### src/rtl/serdes_cfg_pkg.sv
// Shared constants and types of the serializer transmit and PLL configuration.
package serdes_cfg_pkg;

    localparam int NUM_LANES = 4;
    localparam int NUM_LINKS = 6;
    localparam int ADDR_W = 8;
    localparam int DATA_W = 32;

    // Register byte offsets.
    localparam logic [7:0] OFS_PLL_CTRL = 8'h00;
    localparam logic [7:0] OFS_PLL_STAT = 8'h04;
    localparam logic [7:0] OFS_LINK_RATE = 8'h08;
    localparam logic [7:0] OFS_FIR_CTRL = 8'h0C;
    localparam logic [7:0] OFS_LANE_BASE = 8'h10;
    localparam logic [7:0] OFS_ACT_BASE = 8'h20;

    // Field positions.
    localparam int PLL_EN_BIT = 0;
    localparam int VCO_LOW_BIT = 1;
    localparam int MPY_LSB = 4;
    localparam int MPY_W = 5;
    localparam int LOCK_BIT = 0;
    localparam int RXW_LSB = 8;
    localparam int RXW_W = 5;
    localparam int ALL_HALF_BIT = 16;
    localparam int LANE_ACT_LSB = 20;
    localparam int RATE_W = 2;
    localparam int SYNC_LSB = 12;
    localparam int STROBE_BIT = 0;
    localparam int LANE_EN_LSB = 4;
    localparam int LANE_CFG_W = 13;

    // Reset values and fixed figures.
    localparam logic [4:0] MPY_MIN = 5'h04;
    localparam logic [4:0] MPY_MAX = 5'h19;
    localparam logic [4:0] MPY_RST = 5'h04;
    localparam logic [1:0] RATE_HALF = 2'h1;
    localparam logic [1:0] RATE_RST = 2'h0;
    localparam logic STROBE_RST = 1'b1;
    localparam logic [4:0] RX_WORD_W = 5'h14;
    // Main cursor in 2.5 percent steps; 40 steps make 100 percent.
    localparam logic [5:0] FULL_STEPS = 6'h28;

    typedef enum logic [1:0] {
        BUS_IDLE = 2'b01,
        BUS_ACK = 2'b10
    } bus_e;

    typedef struct packed {
        logic read;
        logic write;
        logic [ADDR_W-1:0] address;
        logic [DATA_W-1:0] writedata;
    } av_req_s;

    typedef struct packed {
        logic pol;
        logic [3:0] swing;
        logic [2:0] pre;
        logic [4:0] post;
    } lane_cfg_s;

endpackage : serdes_cfg_pkg

### src/rtl/serdes_tx_fir_pll_config.sv
// Register block for transmit lanes, radio link rates and the shared PLL.
//
// The Avalon-MM interface to the registers and the placing of the registers are this design's own decisions.
module serdes_tx_fir_pll_config (
    input wire logic clk_i,
    input wire logic rstn_i,
    input wire serdes_cfg_pkg::av_req_s av_i,
    output logic [31:0] av_readdata_o,
    output logic av_waitrequest_o,
    input wire logic pll_lock_i,
    output logic pll_enable_bit_o,
    output logic [4:0] pll_multiply_factor_o,
    output logic vco_low_range_select_o,
    output logic [1:0] tx_rate_o,
    output logic [5:0] link_active_o,
    output logic [5:0] radio_link_sync_field_o,
    output logic [3:0] tx_lane_en_o,
    input wire logic [3:0] tx_bit_i,
    output serdes_cfg_pkg::lane_cfg_s [3:0] tx_cfg_o,
    output logic [3:0][5:0] main_cursor_o,
    output logic [3:0] txp_o,
    output logic [3:0] txn_o
);
    import serdes_cfg_pkg::*;

    typedef struct packed {
        bus_e bus;
        logic [DATA_W-1:0] rdata;
        logic pll_en;
        logic vco_low;
        logic [MPY_W-1:0] pll_multiply_factor;
        logic [NUM_LINKS*RATE_W-1:0] rate;
        logic [NUM_LINKS-1:0] sync;
        logic strobe;
        logic [NUM_LANES-1:0] lane_en;
        lane_cfg_s [NUM_LANES-1:0] lane;
    } top_s;

    top_s s_r;
    top_s s_nxt;

    logic req;
    logic accept;
    logic lane_open;
    logic all_half;
    logic [1:0] lane_idx;
    logic lane_hit;
    logic act_hit;
    logic [DATA_W-1:0] rd;
    logic [MPY_W-1:0] mpy_wr;
    lane_cfg_s [NUM_LANES-1:0] act_cfg;

    assign req = av_i.read | av_i.write;
    assign accept = req && (s_r.bus == BUS_ACK);
    assign lane_idx = av_i.address[3:2];
    assign lane_hit = av_i.address[7:4] == OFS_LANE_BASE[7:4];
    assign act_hit = av_i.address[7:4] == OFS_ACT_BASE[7:4];
    assign mpy_wr = av_i.writedata[MPY_LSB +: MPY_W];
    // Latch stays transparent while the strobe is high or lock is absent.
    assign lane_open = s_r.strobe | ~pll_lock_i;

    always_comb begin
        all_half = 1'b1;
        for (int k = 0; k < NUM_LINKS; k++) begin
            if (s_r.rate[k*RATE_W +: RATE_W] != RATE_HALF) begin
                all_half = 1'b0;
            end
        end
    end

    always_comb begin
        rd = '0;
        if (lane_hit) begin
            rd[LANE_CFG_W-1:0] = s_r.lane[lane_idx];
        end else if (act_hit) begin
            rd[LANE_CFG_W-1:0] = act_cfg[lane_idx];
        end else begin
            case (av_i.address)
                OFS_PLL_CTRL: begin
                    rd[PLL_EN_BIT] = s_r.pll_en;
                    rd[VCO_LOW_BIT] = s_r.vco_low;
                    rd[MPY_LSB +: MPY_W] = s_r.pll_multiply_factor;
                end
                OFS_PLL_STAT: begin
                    rd[LOCK_BIT] = pll_lock_i;
                    rd[RXW_LSB +: RXW_W] = RX_WORD_W;
                    rd[ALL_HALF_BIT] = all_half;
                    rd[LANE_ACT_LSB +: NUM_LANES] = tx_lane_en_o;
                end
                OFS_LINK_RATE: begin
                    rd[NUM_LINKS*RATE_W-1:0] = s_r.rate;
                    rd[SYNC_LSB +: NUM_LINKS] = s_r.sync;
                end
                OFS_FIR_CTRL: begin
                    rd[STROBE_BIT] = s_r.strobe;
                    rd[LANE_EN_LSB +: NUM_LANES] = s_r.lane_en;
                end
                default: begin
                    rd = '0;
                end
            endcase
        end
    end

    always_comb begin
        s_nxt = s_r;
        case (s_r.bus)
            BUS_IDLE: begin
                if (req) begin
                    s_nxt.bus = BUS_ACK;
                    s_nxt.rdata = av_i.read ? rd : '0;
                end
            end
            BUS_ACK: begin
                s_nxt.bus = BUS_IDLE;
            end
            default: begin
                s_nxt.bus = BUS_IDLE;
            end
        endcase
        if (accept && av_i.write) begin
            if (lane_hit) begin
                // Only the addressed lane takes the write.
                s_nxt.lane[lane_idx] =
                    lane_cfg_s'(av_i.writedata[LANE_CFG_W-1:0]);
            end else begin
                case (av_i.address)
                    OFS_PLL_CTRL: begin
                        s_nxt.pll_en = av_i.writedata[PLL_EN_BIT];
                        s_nxt.vco_low = av_i.writedata[VCO_LOW_BIT];
                        // Out-of-range factors are pulled to the nearest end.
                        if (mpy_wr < MPY_MIN) begin
                            s_nxt.pll_multiply_factor = MPY_MIN;
                        end else if (mpy_wr > MPY_MAX) begin
                            s_nxt.pll_multiply_factor = MPY_MAX;
                        end else begin
                            s_nxt.pll_multiply_factor = mpy_wr;
                        end
                    end
                    OFS_LINK_RATE: begin
                        s_nxt.rate = av_i.writedata[NUM_LINKS*RATE_W-1:0];
                        s_nxt.sync = av_i.writedata[SYNC_LSB +: NUM_LINKS];
                    end
                    OFS_FIR_CTRL: begin
                        s_nxt.strobe = av_i.writedata[STROBE_BIT];
                        s_nxt.lane_en =
                            av_i.writedata[LANE_EN_LSB +: NUM_LANES];
                    end
                    default: begin
                        s_nxt.strobe = s_r.strobe;
                    end
                endcase
            end
        end
    end

    always_ff @(posedge clk_i or negedge rstn_i) begin
        if (!rstn_i) begin
            s_r.bus <= BUS_IDLE;
            s_r.rdata <= '0;
            s_r.pll_en <= 1'b0;
            s_r.vco_low <= 1'b0;
            s_r.pll_multiply_factor <= MPY_RST;
            s_r.rate <= {NUM_LINKS{RATE_RST}};
            s_r.sync <= '0;
            s_r.strobe <= STROBE_RST;
            s_r.lane_en <= '0;
            s_r.lane <= '0;
        end else begin
            s_r <= s_nxt;
        end
    end

    genvar g;
    generate
        for (g = 0; g < NUM_LANES; g++) begin : g_lane
            tx_lane_latch u_lane (
                .clk_i(clk_i),
                .rstn_i(rstn_i),
                .cfg_i(s_r.lane[g]),
                .open_i(lane_open),
                .tx_bit_i(tx_bit_i[g]),
                .act_o(act_cfg[g]),
                .main_o(main_cursor_o[g]),
                .txp_o(txp_o[g]),
                .txn_o(txn_o[g])
            );
        end
    endgenerate

    always_comb begin
        for (int k = 0; k < NUM_LINKS; k++) begin
            link_active_o[k] = s_r.rate[k*RATE_W +: RATE_W] != RATE_RST;
        end
    end

    assign av_readdata_o = s_r.rdata;
    assign av_waitrequest_o = req && (s_r.bus != BUS_ACK);
    assign pll_enable_bit_o = s_r.pll_en;
    assign pll_multiply_factor_o = s_r.pll_multiply_factor;
    assign vco_low_range_select_o = s_r.vco_low;
    // The radio transmit path has no rate choice of its own.
    assign tx_rate_o = RATE_HALF;
    assign radio_link_sync_field_o = s_r.sync;
    // Lanes are held off until lock, whatever software asks for.
    assign tx_lane_en_o = s_r.lane_en & {NUM_LANES{pll_lock_i}};
    assign tx_cfg_o = act_cfg;
endmodule : serdes_tx_fir_pll_config

### src/rtl/tx_lane_latch.sv
// One transmit lane: latched filter codes, polarity and main cursor weight.
module tx_lane_latch (
    input wire logic clk_i,
    input wire logic rstn_i,
    input wire serdes_cfg_pkg::lane_cfg_s cfg_i,
    input wire logic open_i,
    input wire logic tx_bit_i,
    output serdes_cfg_pkg::lane_cfg_s act_o,
    output logic [5:0] main_o,
    output logic txp_o,
    output logic txn_o
);
    import serdes_cfg_pkg::*;

    typedef struct packed {
        lane_cfg_s act;
        logic txp;
    } lane_s;

    lane_s s_r;
    lane_s s_nxt;

    always_comb begin
        s_nxt = s_r;
        // The latch is transparent while open; codes freeze when it closes.
        if (open_i) begin
            s_nxt.act = cfg_i;
        end
        s_nxt.txp = tx_bit_i ^ s_r.act.pol;
    end

    always_ff @(posedge clk_i or negedge rstn_i) begin
        if (!rstn_i) begin
            s_r <= '0;
        end else begin
            s_r <= s_nxt;
        end
    end

    assign act_o = s_r.act;
    assign txp_o = s_r.txp;
    assign txn_o = ~s_r.txp;
    // Full steps less precursor steps and postcursor magnitude; the sign bit is dropped.
    assign main_o = FULL_STEPS - {3'h0, s_r.act.pre}
        - {2'h0, s_r.act.post[3:0]};
endmodule : tx_lane_latch
### config.mk
export PLATFORM = sky130hd
export DESIGN_NAME = serdes_tx_fir_pll_config
export DESIGN_NICKNAME = d
export VERILOG_FILES = /design/src/rtl/serdes_cfg_pkg.sv /design/src/rtl/serdes_tx_fir_pll_config.sv /design/src/rtl/tx_lane_latch.sv
export SDC_FILE = /design/constraint.sdc
export NUM_CORES = 1
export LEC_CHECK = 0
export ABC_CLOCK_PERIOD_IN_PS = 2450
export BUFFER_PORTS_ARGS = -buffer_cell sky130_fd_sc_hd__buf_2
export CORE_MARGIN = 10
export CORE_UTILIZATION = 50
export DETAILED_ROUTE_END_ITERATION = 8
export PLACE_DENSITY = 0.72
export SLEW_MARGIN = 25
export SYNTH_ARGS = -nofsm -noshare
export SYNTH_HDL_FRONTEND = slang
export SYNTH_SLANG_ARGS = --single-unit
### constraint.sdc
create_clock -name clk_i -period 2.45 [get_ports clk_i]
set_input_delay 0.49 -clock clk_i [delete_from_list [all_inputs] [get_ports clk_i]]
set_output_delay 0.49 -clock clk_i [all_outputs]
set_load 0.02 [all_outputs]
==> reports/metrics.yaml <==
grt_usage_pct: 20.4
wirelength_mm: 23.1
syn-cell-area_um2: 8400
worst_setup_path_end_kind: "primary output"
hpwl_mm: 16.5
failed_checks: "negative setup slack"
cts_tree: "done"
p_per_area_nw_per_um2: 719
synth_edf_count: 0
worstRegToRegCells: 6
core_area_um2: 16500
rr_endpoint: "av_readdata_o[6]$_DFFE_PN0P_"
drc: 0
ys_ff_latch: 162
vias: 5681
synth_top_area_cell: "dfrtp_1"
seq_area_frac_synth_pct: 48.3
leakage_nw: 5.37
synth_ff_type: "dfrtp_1"
place_area_um2: 9330
grt_first_pass_wirelength_mm: 35.2
skew_ps: 7.73
rsz0062_at_grt: "true"
status: "finished with violations"
min_period_ps: 2810
cts.sinks: 162
drv_slew: 0
peakVddDrop_uv: 542
drt_iter0_drc: 389
start_util_pct: 50.8
area_delta_synth_final_pct: 22.7
rr_startpoint: "g_lane[3].u_lane.act_o[6]$_DFFE_PN0P_"
first_pass_iters: 4
fin_setup_tns_ps: -2100
h-tree-depth: 4
clockBufferDepth: 2
rrSetupSlack_ps: 560
yosys.area.top_type_share_pct: 47.4
final_antenna_net_count: 0
period_share_pct: 115
pin_count: 191
cts_root_buffer: "clkbuf_16"
async_flop_share_pct: 100
min_path_type: "input port to async pin"
drive_above_1_share_pct: 56.7
crit_required_ps: 1960
relSlewSlack_pct: 42.8
fillerInstances: 1228
clk_pin_slew_ps: 60
place_ws_ps: -36.7
cts_buffers: 17
vias_per_cell: 5.51
startpoint_type: "flip-flop"
setup_viol: 12
clock_latency_ps: 420
power_mw: 7.41
cap_violations: 0
grt_pass1_vias: 6163
synth_cell_types: 52
syn_avg_cell_area_um2: 13.2
synthCells: 637
crit_fanout: 2
fp.dieW_um: 150
yosys_warnings: 0
worstSetupPathType: "flip-flop to primary output"
synth_top_cells_by_area: "dfrtp_1 47%, mux2_2 16%, mux4_2 7.2%, buf_4 5.2%, ha_1 3.6%"
grt_max_degree: 66
final_hold_viol_count: 0
crit_arrival_ps: 2320
worst_pin_slew_ps: 858
die-area_um2: 22400
rows: 47
grt_antenna_before_repair: 2
fin_ws_ps: -356
whs_ps: 49.3
port_buffers: 164
stdcell_area_um2: 10300
fmax_ghz: 0.356
final_nets: 878
gp_congestion: 0.889
wl_per_cell_um: 22.4
hold_buffers: 0
grt-ovfl-total: 0
fp.dieH_um: 150
cells in the mapped netlist (2+ instances only):
library cell and number:
dfrtp_1 159, mux2_2 122, buf_4 58, inv_1 51, mux4_2 27, ha_1 24, nand2_1 20, buf_2 13
a21oi_1 12, a22o_1 12, clkbuf_1 11, mux2_4 10, a22oi_1 9, fa_1 8, o22ai_1 8, o31ai_1 8
and2_1 7, nor2_1 7, a21o_1 6, or2_2 6, nor3_1 5, o21ai_0 4, xor2_1 4, and3_1 3
dfstp_2 3, nor4_1 3, o211ai_1 3, or3_1 3, buf_6 2, conb_1 2, mux2i_1 2, nand3_1 2
nor2b_1 2, nor3_2 2, o21a_1 2
worst max-delay path by stage:
stage	end	slack [ps]	startpoint	cells after the start
CTS	main_cursor_o[3]	-370	g_lane[0].u_lane.act_o[1]$_DFFE_PN0P_	8
floorplan	main_cursor_o[3]	50	g_lane[0].u_lane.act_o[1]$_DFFE_PN0P_	7
detailed placement	main_cursor_o[9]	-40	g_lane[1].u_lane.act_o[1]$_DFFE_PN0P_	8
finish	main_cursor_o[15]	-360	g_lane[2].u_lane.act_o[6]$_DFFE_PN0P_	8
global route	main_cursor_o[15]	-430	g_lane[2].u_lane.act_o[1]$_DFFE_PN0P_	8
global placement	main_cursor_o[3]	20	g_lane[0].u_lane.act_o[1]$_DFFE_PN0P_	8
metal layers:
layer	part of all wire (%)	up-vias	global-route usage [%]	wire length (um)
met5	0	-	0	0
li1	-	2513	-	-
met4	3.2	0	8.29	734
met3	5.8	46	4.20	1330
met2	54	177	36.5	12400
met1	37	2945	23.1	8580
stage by stage:
step / utilization, % / std cells
after floorplan: - / 647
after global placement: 56.5 / 981
after detailed placement: 56.5 / 981
after CTS: 61.3 / 1022
after global routing: 62.4 / 1031
final: 62.4 / 1031
area by class of cell:
cell class	count	area, um2	area share [%]
tap	220	275	2.67
clock inverter	10	158	1.53
sequential	162	4060	39.4
antenna	2	5.00	0.0486
timing repair buffer	216	1390	13.5
clock buffer	21	460	4.47
multi-input combinational	349	3770	36.6
inverter	51	196	1.91
cells by family (layout without fill, tap and decap cells):
kind of cell	count (synthesis)	after routing	share of synthesized area (%)
DFF	162	162	48.3
muxes	161	161	25.6
buffers and inverters	136	298	9.04
and+or+nand+nor	72	72	5.30
AOI/OAI and AO/OA	66	66	5.51
adders and majority gates	33	33	5.60
xor gates and xnor gates	5	5	0.521
other	2	14	0.0894
sequential cells by signal, summed over array words and instances (netlist names):
signal,flops
av_readdata_o,22
g_lane.u_lane.txp_o,4
radio_link_sync_field_o,6
pll_enable_bit_o,1
vco_low_range_select_o,1
s_r,71
pll_multiply_factor_o,5
g_lane.u_lane.act_o,52
layout by cell type (no fill, tap or decap), types with 13 or more instances in the layout:
| cell | n |
|---|---|
| buf_2 | 148 |
| buf_4 | 48 |
| buf_6 | 13 |
| clkbuf_16 | 17 |
| dfrtp_1 | 159 |
| ha_1 | 13 |
| inv_1 | 32 |
| inv_2 | 17 |
| mux2_2 | 122 |
| mux4_2 | 27 |
| nand2_1 | 20 |
critical path: stages (launching register included):
cell,delay [ps]
dfrtp_1,390
ha_1,270
inv_1,60
ha_2,180
inv_2,40
fa_2,330
inv_2,70
fa_1,400
buf_6,150
power by group:
group | switching, mW | leakage, nW | internal (mW) | total (mW)
sequential | 0.138 | 2.23 | 2.85 | 2.99
clock | 1.06 | 0.295 | 1.75 | 2.81
combinational | 0.942 | 2.85 | 0.670 | 1.61
total | 2.14 | 5.37 | 5.27 | 7.41
what timing repair did:
item	CTS	global route
pin swaps	9	3
gates resized for setup	47	23
cloned	0	0
setup buffers	10	7
endpoints found under the setup margin	15	16
Note: power is estimated with default switching activity, not from simulation.
